==> config.mk <==
export PLATFORM = sky130hd
export DESIGN_NAME = month_year_minute_alarm_regs
export DESIGN_NICKNAME = d
export VERILOG_FILES = /design/src/design/cal_regs_pkg.sv /design/src/design/cal_info_if.sv /design/src/design/month_year_minute_alarm_regs.sv /design/src/design/month_length.sv
export SDC_FILE = /design/constraint.sdc
export NUM_CORES = 1
export LEC_CHECK = 0
export BUFFER_PORTS_ARGS = -buffer_cell sky130_fd_sc_hd__buf_2
export CAP_MARGIN = 30
export CORE_MARGIN = 2
export CORE_UTILIZATION = 55
export CTS_CLUSTER_DIAMETER = 40
export DETAILED_ROUTE_END_ITERATION = 8
export GPL_TIMING_DRIVEN = 0
export PLACE_DENSITY = 0.9
export SLEW_MARGIN = 25
export SYNTH_ARGS = -nofsm -noshare
export SYNTH_HDL_FRONTEND = slang
export SYNTH_SLANG_ARGS = --single-unit
==> constraint.sdc <==
create_clock -name clk_i -period 2.2 [get_ports clk_i]
set_clock_uncertainty 0.15 [all_clocks]
set_input_delay 0.22 -clock clk_i [delete_from_list [all_inputs] [get_ports clk_i]]
set_output_delay 0.22 -clock clk_i [all_outputs]
set_load 0.02 [all_outputs]
==> src/design/cal_regs_pkg.sv <==
// shared constants for the month, year and minute alarm registers
package cal_regs_pkg;
    // register offsets on the shared register port
    localparam logic [7:0] OFS_MONTH_AND_CENTURY  = 8'h07;
    localparam logic [7:0] OFS_YEAR_COUNT         = 8'h08;
    localparam logic [7:0] OFS_MINUTE_MATCH_VALUE = 8'h09;

    // field positions
    localparam int CENTURY_BIT       = 7;
    localparam int MONTH_MSB         = 4;
    localparam int MATCH_DISABLE_BIT = 7;
    localparam int MATCH_VALUE_MSB   = 6;

    // values after reset
    localparam logic [4:0] RST_MONTH         = 5'h01;
    localparam logic [7:0] RST_YEAR          = 8'h00;
    localparam logic       RST_CENTURY       = 1'b0;
    localparam logic       RST_MATCH_DISABLE = 1'b1;
    localparam logic [6:0] RST_MATCH_VALUE   = 7'h00;

    // calendar constants, all in bcd
    localparam logic [4:0] MONTH_FIRST = 5'h01;
    localparam logic [4:0] MONTH_LAST  = 5'h12;
    localparam logic [4:0] MONTH_FEB   = 5'h02;
    localparam logic [4:0] MONTH_APR   = 5'h04;
    localparam logic [4:0] MONTH_JUN   = 5'h06;
    localparam logic [4:0] MONTH_SEP   = 5'h09;
    localparam logic [4:0] MONTH_NOV   = 5'h11;
    localparam logic [7:0] YEAR_LAST   = 8'h99;
    localparam logic [5:0] DAYS_28     = 6'h28;
    localparam logic [5:0] DAYS_29     = 6'h29;
    localparam logic [5:0] DAYS_30     = 6'h30;
    localparam logic [5:0] DAYS_31     = 6'h31;
endpackage : cal_regs_pkg

==> src/design/cal_info_if.sv <==
// carrier between the register file and the month length decoder
`timescale 1ns/1ps
`default_nettype none
interface cal_info_if;
    logic [4:0] month;
    logic [7:0] year;
    logic       leap;
    logic [5:0] days_in_month;

    modport regs (output month, output year, input leap, input days_in_month);
    modport limits (input month, input year, output leap, output days_in_month);
endinterface : cal_info_if
`default_nettype wire

==> src/design/month_year_minute_alarm_regs.sv <==
// month with century flag, year, and minute alarm register set
`timescale 1ns/1ps
`default_nettype none
module month_year_minute_alarm_regs
    import cal_regs_pkg::*;
(
    // clock and reset
    input  wire logic       clk_i,
    input  wire logic       rst_n_i,
    // register port from the serial interface
    input  wire logic [7:0] reg_addr_i,
    input  wire logic       reg_wr_i,
    input  wire logic       reg_rd_i,
    input  wire logic [7:0] reg_wdata_i,
    output logic      [7:0] reg_rdata_o,
    // calendar events from the date counter
    input  wire logic       month_tick_i,
    output logic      [5:0] days_in_month_o,
    output logic            leap_year_o,
    // minute compare
    input  wire logic [6:0] minutes_i,
    output logic            minute_match_o
);
    cal_info_if cal ();

    // architectural state
    logic [4:0] month;
    logic [7:0] year_count;
    logic       century_flag;
    logic       minute_match_disable;
    logic [6:0] minute_match_value;

    // strobes, carries and next values
    logic       wr_month;
    logic       wr_year;
    logic       wr_alarm;
    logic       year_step;
    logic       year_wrap;
    logic [4:0] next_month;
    logic [7:0] next_year;
    logic       next_century;
    logic [7:0] next_rdata;
    // write data fields and minute compare
    logic       minute_equal;
    logic [4:0] wdata_month;
    logic       wdata_century;
    logic       wdata_disable;
    logic [6:0] wdata_match;

    // two digit bcd increment; the caller handles the wrap
    // an illegal units digit above 9 also carries, so no stuck value
    function automatic logic [7:0] bcd_inc(input logic [7:0] v);
        logic [7:0] r;
        r = v;
        if (v[3:0] >= 4'h9) begin
            r[3:0] = 4'h0;
            r[7:4] = v[7:4] + 4'h1;
        end else begin
            r[3:0] = v[3:0] + 4'h1;
        end
        return r;
    endfunction : bcd_inc

    // write data split into fields, bits 6:5 of the month byte dropped
    assign wdata_month   = reg_wdata_i[MONTH_MSB:0];
    assign wdata_century = reg_wdata_i[CENTURY_BIT];
    assign wdata_disable = reg_wdata_i[MATCH_DISABLE_BIT];
    assign wdata_match   = reg_wdata_i[MATCH_VALUE_MSB:0];

    // write strobes per register
    // the full byte offset is decoded, so no aliases of the registers
    assign wr_month = reg_wr_i && (reg_addr_i == OFS_MONTH_AND_CENTURY);
    assign wr_year  = reg_wr_i && (reg_addr_i == OFS_YEAR_COUNT);
    assign wr_alarm = reg_wr_i && (reg_addr_i == OFS_MINUTE_MATCH_VALUE);

    // december end carries into the year
    assign year_step = month_tick_i && (month == MONTH_LAST);
    // a year write in the same cycle cancels the carry
    assign year_wrap = year_step && !wr_year && (year_count == YEAR_LAST);

    always_comb begin
        if (month == MONTH_LAST) begin
            next_month = MONTH_FIRST;
        end else begin
            next_month = 5'(bcd_inc({3'b000, month}));
        end
    end

    // year advance
    // 99 back to 00; the century flag follows from year_wrap
    always_comb begin
        if (year_count == YEAR_LAST) begin
            next_year = 8'h00;
        end else begin
            next_year = bcd_inc(year_count);
        end
    end

    // month register, software write wins over the tick
    // stored unchecked; an illegal code then steps by the bcd increment
    always_ff @(posedge clk_i) begin
        if (!rst_n_i) begin
            month <= RST_MONTH;
        end else if (wr_month) begin
            month <= wdata_month;
        end else if (month_tick_i) begin
            month <= next_month;
        end
    end

    always_ff @(posedge clk_i) begin
        if (!rst_n_i) begin
            year_count <= RST_YEAR;
        end else if (wr_year) begin
            year_count <= reg_wdata_i;
        end else if (year_step) begin
            year_count <= next_year;
        end
    end

    // century next value
    // a wrap coinciding with a write still flips the written value,
    // so a rollover is never lost to a month write in the same cycle
    always_comb begin
        if (wr_month) begin
            next_century = wdata_century ^ year_wrap;
        end else if (year_wrap) begin
            next_century = ~century_flag;
        end else begin
            next_century = century_flag;
        end
    end

    // century flag, the single stored bit of 7:5
    always_ff @(posedge clk_i) begin
        if (!rst_n_i) begin
            century_flag <= RST_CENTURY;
        end else begin
            century_flag <= next_century;
        end
    end

    always_ff @(posedge clk_i) begin
        if (!rst_n_i) begin
            minute_match_disable <= RST_MATCH_DISABLE;
            minute_match_value   <= RST_MATCH_VALUE;
        end else if (wr_alarm) begin
            minute_match_disable <= wdata_disable;
            minute_match_value   <= wdata_match;
        end
    end

    // current minutes against the stored compare value
    assign minute_equal = (minutes_i == minute_match_value);

    // minute compare gated by disable
    // registered, so the match shows one cycle after the minutes change
    always_ff @(posedge clk_i) begin
        if (!rst_n_i) begin
            minute_match_o <= 1'b0;
        end else begin
            minute_match_o <= !minute_match_disable && minute_equal;
        end
    end

    // month length decoder
    // purely combinational; its results are flopped below
    assign cal.month = month;
    assign cal.year  = year_count;
    month_length u_month_length (
        .cal (cal.limits)
    );

    // limits registered for the date counter
    // one cycle behind the registers, the date counter allows for it
    always_ff @(posedge clk_i) begin
        if (!rst_n_i) begin
            days_in_month_o <= DAYS_31;
            leap_year_o     <= 1'b0;
        end else begin
            days_in_month_o <= cal.days_in_month;
            leap_year_o     <= cal.leap;
        end
    end

    // read mux, unused bits and unmapped offsets read zero
    always_comb begin
        unique case (reg_addr_i)
            OFS_MONTH_AND_CENTURY: begin
                next_rdata = {century_flag, 2'b00, month};
            end
            OFS_YEAR_COUNT: begin
                next_rdata = year_count;
            end
            OFS_MINUTE_MATCH_VALUE: begin
                next_rdata = {minute_match_disable, minute_match_value};
            end
            default: begin
                next_rdata = 8'h00;
            end
        endcase
    end

    // read data held between reads, so a slow host may pick it up late
    always_ff @(posedge clk_i) begin
        if (!rst_n_i) begin
            reg_rdata_o <= 8'h00;
        end else if (reg_rd_i) begin
            reg_rdata_o <= next_rdata;
        end
    end
endmodule : month_year_minute_alarm_regs
`default_nettype wire

==> src/design/month_length.sv <==
// month length and leap year decoder for years 2000 to 2099
`timescale 1ns/1ps
`default_nettype none
module month_length
    import cal_regs_pkg::*;
(
    // calendar state in, limits out
    cal_info_if.limits cal
);
    logic       tens_even;
    logic [3:0] units;

    assign tens_even = ~cal.year[4];
    assign units     = cal.year[3:0];

    // leap year test
    // every multiple of four is leap, 2000 included, so no century test
    always_comb begin
        if (tens_even) begin
            cal.leap = (units == 4'h0) || (units == 4'h4) || (units == 4'h8);
        end else begin
            cal.leap = (units == 4'h2) || (units == 4'h6);
        end
    end

    always_comb begin
        unique case (cal.month)
            MONTH_FEB: cal.days_in_month = cal.leap ? DAYS_29 : DAYS_28;
            MONTH_APR,
            MONTH_JUN,
            MONTH_SEP,
            MONTH_NOV: cal.days_in_month = DAYS_30;
            default:   cal.days_in_month = DAYS_31;
        endcase
    end
endmodule : month_length
`default_nettype wire

==> insert_results.sql <==
INSERT INTO impl_metrics (metric_group, metric, value, unit) VALUES
('cts', 'cts_resized', '0', ''),
('sta', 'worstMarginPinSlew', '0.561', 'ns'),
('sta', 'finalWorstPathRequiredPeriod', '2.07', 'ns'),
('die', 'starting_utilization_of_the_core_area', '58.1', '%'),
('drt', 'vias_per_cell', '5.88', ''),
('critical_path', 'worst_setup_path_end_kind', 'flip-flop', ''),
('critical_path', 'crit_type', 'reg2reg', ''),
('cts', 'number_of_sinks_handled_by_clock_tree_synthesis', '35', ''),
('drt', 'firstDrtPassIters', '4', ''),
('synth', 'top_cells_by_area_synth', 'dfxtp_1, mux2i_1, ha_1, mux2_2, o21ai_0', ''),
('cts', 'cts-hold-fix-buffers', '0', ''),
('synth', 'synth_top_family_by_area', 'simple AND/OR/NAND/NOR gates', ''),
('synth', 'synth.avg_cell_area', '9.07', 'um^2'),
('placed_design', 'detailedPlacementHpwl', '3950', 'um'),
('placed_design', 'numPortBuffers', '39', ''),
('grt', 'pin_count_of_the_biggest_net_entering_global_routing', '12', ''),
('die', 'floorplan.die.height', '66.7', 'um'),
('synth', 'syn-instance-count', '238', ''),
('critical_path', 'timing.critical_path.from_type', 'flip-flop', ''),
('synth', 'postSynth.asyncResetShare', '0', '%'),
('finish', 'antenna-diode-count', '0', ''),
('die', 'row_count', '22', ''),
('synth', 'synthMostInstantiatedCell', 'dfxtp_1', ''),
('die', 'die_area', '0.00444', 'mm^2'),
('sta', 'final-hold-violation-count', '0', ''),
('cts', 'clock_insertion_delay_worst_skew', '0.29', 'ns'),
('synth', 'synth.yosys.warnings', '0', ''),
('cts', 'clk_pin_slew_worst_paths', '0.07', 'ns'),
('synth', 'dominantRegCellSynth', 'dfxtp_1', ''),
('sta', 'fmax', '482', 'MHz'),
('finish', 'layout-drive-gt1-share', '25.5', '%'),
('synth', 'yosysSeqAreaShare', '32.4', '%'),
('sta', 'fin_tns_setup', '0', 'ns'),
('sta', 'rsz0062_at_grt', 'false', ''),
('critical_path', 'worst_endpoint_required_time', '2.19', 'ns'),
('drt', 'routed_wl', '5330', 'um'),
('drt', 'drt_iter0_markers', '160', ''),
('sta', 'final.hold.worst_slack', '0.0308', 'ns'),
('cts', 'total_cts_buffers', '5', ''),
('synth', 'synth.mux.area_fraction', '12.1', '%'),
('sta', 'timing.final.setup_violations', '0', ''),
('critical_path', 'critical_path.max_stage_delay', '0.45', 'ns'),
('job', 'timing.max_cap.violations', '0', ''),
('placed_design', 'gp_congestion', '0.875', ''),
('die', 'core', '0.00372', 'mm^2'),
('grt', 'antenna_found_initial', '0', ''),
('critical_path', 'crit_path_max_fanout', '8', ''),
('worst_hold_path', 'hold_path.class', 'in2reg', ''),
('synth', 'synthTopCellsByCount', 'dfxtp_1, mux2i_1, nor2_1', ''),
('finish', 'final_area', '0.00255', 'mm^2'),
('cts', 'postCtsSetupBuffers', '0', ''),
('cts', 'ctsHtreeMaxLevel', '2', ''),
('synth', 'synth-compound-area-share', '16.3', '%'),
('sta', 'final-max-slew-violation-count', '0', ''),
('die', 'num_io_pins', '44', ''),
('sta', 'post-route-period-util', '94.3', '%'),
('outcome', 'run_status', 'complete, no violations', ''),
('synth', 'yosys.area.top_type_share', '32.4', '%'),
('critical_path', 'crit_path_cells', 'inv_1 -> ha_1 -> and4bb_1 -> buf_6 -> and2b_1 -> a21boi_0 -> o221ai_1', ''),
('synth', 'synthXorXnorAreaFrac', '4.06', '%'),
('synth', 'edff_count_synth', '0', ''),
('drt', 'routed_wire_length_per_instance', '16.0', 'um'),
('cts', 'max-clock-path-buffers', '2', ''),
('finish', 'synthToLayoutAreaGrowth', '18.1', '%'),
('synth', 'flops_latches_synth', '35', ''),
('die', 'die-width', '66.7', 'um'),
('finish', 'nets', '325', ''),
('synth', 'synth-simple-area-share', '20.7', '%'),
('power_and_ir_drop', 'ir_worst_vdd', '0.374', 'mV'),
('synth', 'adder_and_majority_cell_fraction_of_the_synthesized_area', '6.95', '%'),
('drt', 'drt.antenna.violating_nets', '0', '');
cell usage in the layout (no fill, tap or decap), drive strengths merged, types with 7 or more instances in the layout:
cell type / count
buf: 50
dfxtp: 35
mux2i: 17
nor2: 17
inv: 15
o21ai: 13
a21oi: 12
ha: 12
nand2: 11
clkbuf: 11
nand4: 9
mux2: 8
a22oi: 7
final timing paths:
check | start | to | cells after the start | slack, ns
min reg2reg | reg_rdata_o[6] | reg_rdata_o[6] | 2 | 0.31
min | reg_wdata_i[6] | minute_match_value[6] | 3 | 0.03
max reg2reg | cal.month[0] | cal.month[0] | 7 | 0.13
max | cal.month[0] | cal.month[0] | 7 | 0.13
cell type report:
type | instances | area, um^2 | share of cell area [%]
Multi-Input combinational cell | 173 | 1310 | 51.3
Sequential cell | 35 | 701 | 27.5
Timing Repair Buffer | 39 | 195 | 7.65
Buffer | 16 | 98.8 | 3.87
Clock buffer | 6 | 72.6 | 2.84
Clock inverter | 2 | 60.1 | 2.35
Tap cell | 48 | 60.1 | 2.35
Inverter | 15 | 56.3 | 2.21
worst max-delay path, delay by kind of cell (launching register included):
kind | cells | cell delay (ns)
flip-flops | 1 | 0.45
AND/OR/NAND/NOR | 2 | 0.42
AO/OA/AOI/OAI | 2 | 0.37
buffers and inverters | 2 | 0.29
adder cells (fa/ha/maj) | 1 | 0.25
cells by family after synthesis:
logic type	Yosys count
AOI/OAI and AO/OA	55
xor gates and xnor gates	10
adders and majority gates	12
buffers and inverters	31
DFF	35
muxes	25
other	2
and+or+nand+nor	68
flip-flops by register name, summed over array words and instances, names as in the netlist:
name / cells
minute_match_value: 7
days_in_month_o: 3
minute_match_o: 1
leap_year_o: 1
cal.month: 5
cal.year: 8
century_flag: 1
reg_rdata_o: 8
minute_match_disable: 1
metrics by stage:
| stage | cells | total power, mW | worst slack, ns |
|---|---|---|---|
| 6_report | 334 | 1.50 | 0.125 |
| 5_1_grt | 334 | 1.55 | 0.0170 |
| 4_1_cts | 334 | 1.50 | 0.152 |
| 3_5_place_dp | 326 | 0.825 | 0.176 |
| 3_3_place_gp | 326 | 0.821 | 0.217 |
| 2_1_floorplan | 239 | 0.761 | 0.369 |
where the power goes:
group          internal (mW)  switching, mW  leakage, nW
registers              0.644         0.0118        0.283
logic                 0.0655         0.0943        0.854
clock network          0.453          0.231       0.0654
total                   1.16          0.337         1.20
layer usage:
| layer | vias to the layer above | global-route usage (%) | wire (um) |
|---|---|---|---|
| li1 | 951 | - | - |
| met5 | - | 0 | 0 |
| met2 | 68 | 45.4 | 2650 |
| met1 | 931 | 34.0 | 2230 |
| met4 | 0 | 9.44 | 96 |
| met3 | 13 | 6.59 | 356 |
Power figures use the tool's default switching activity.
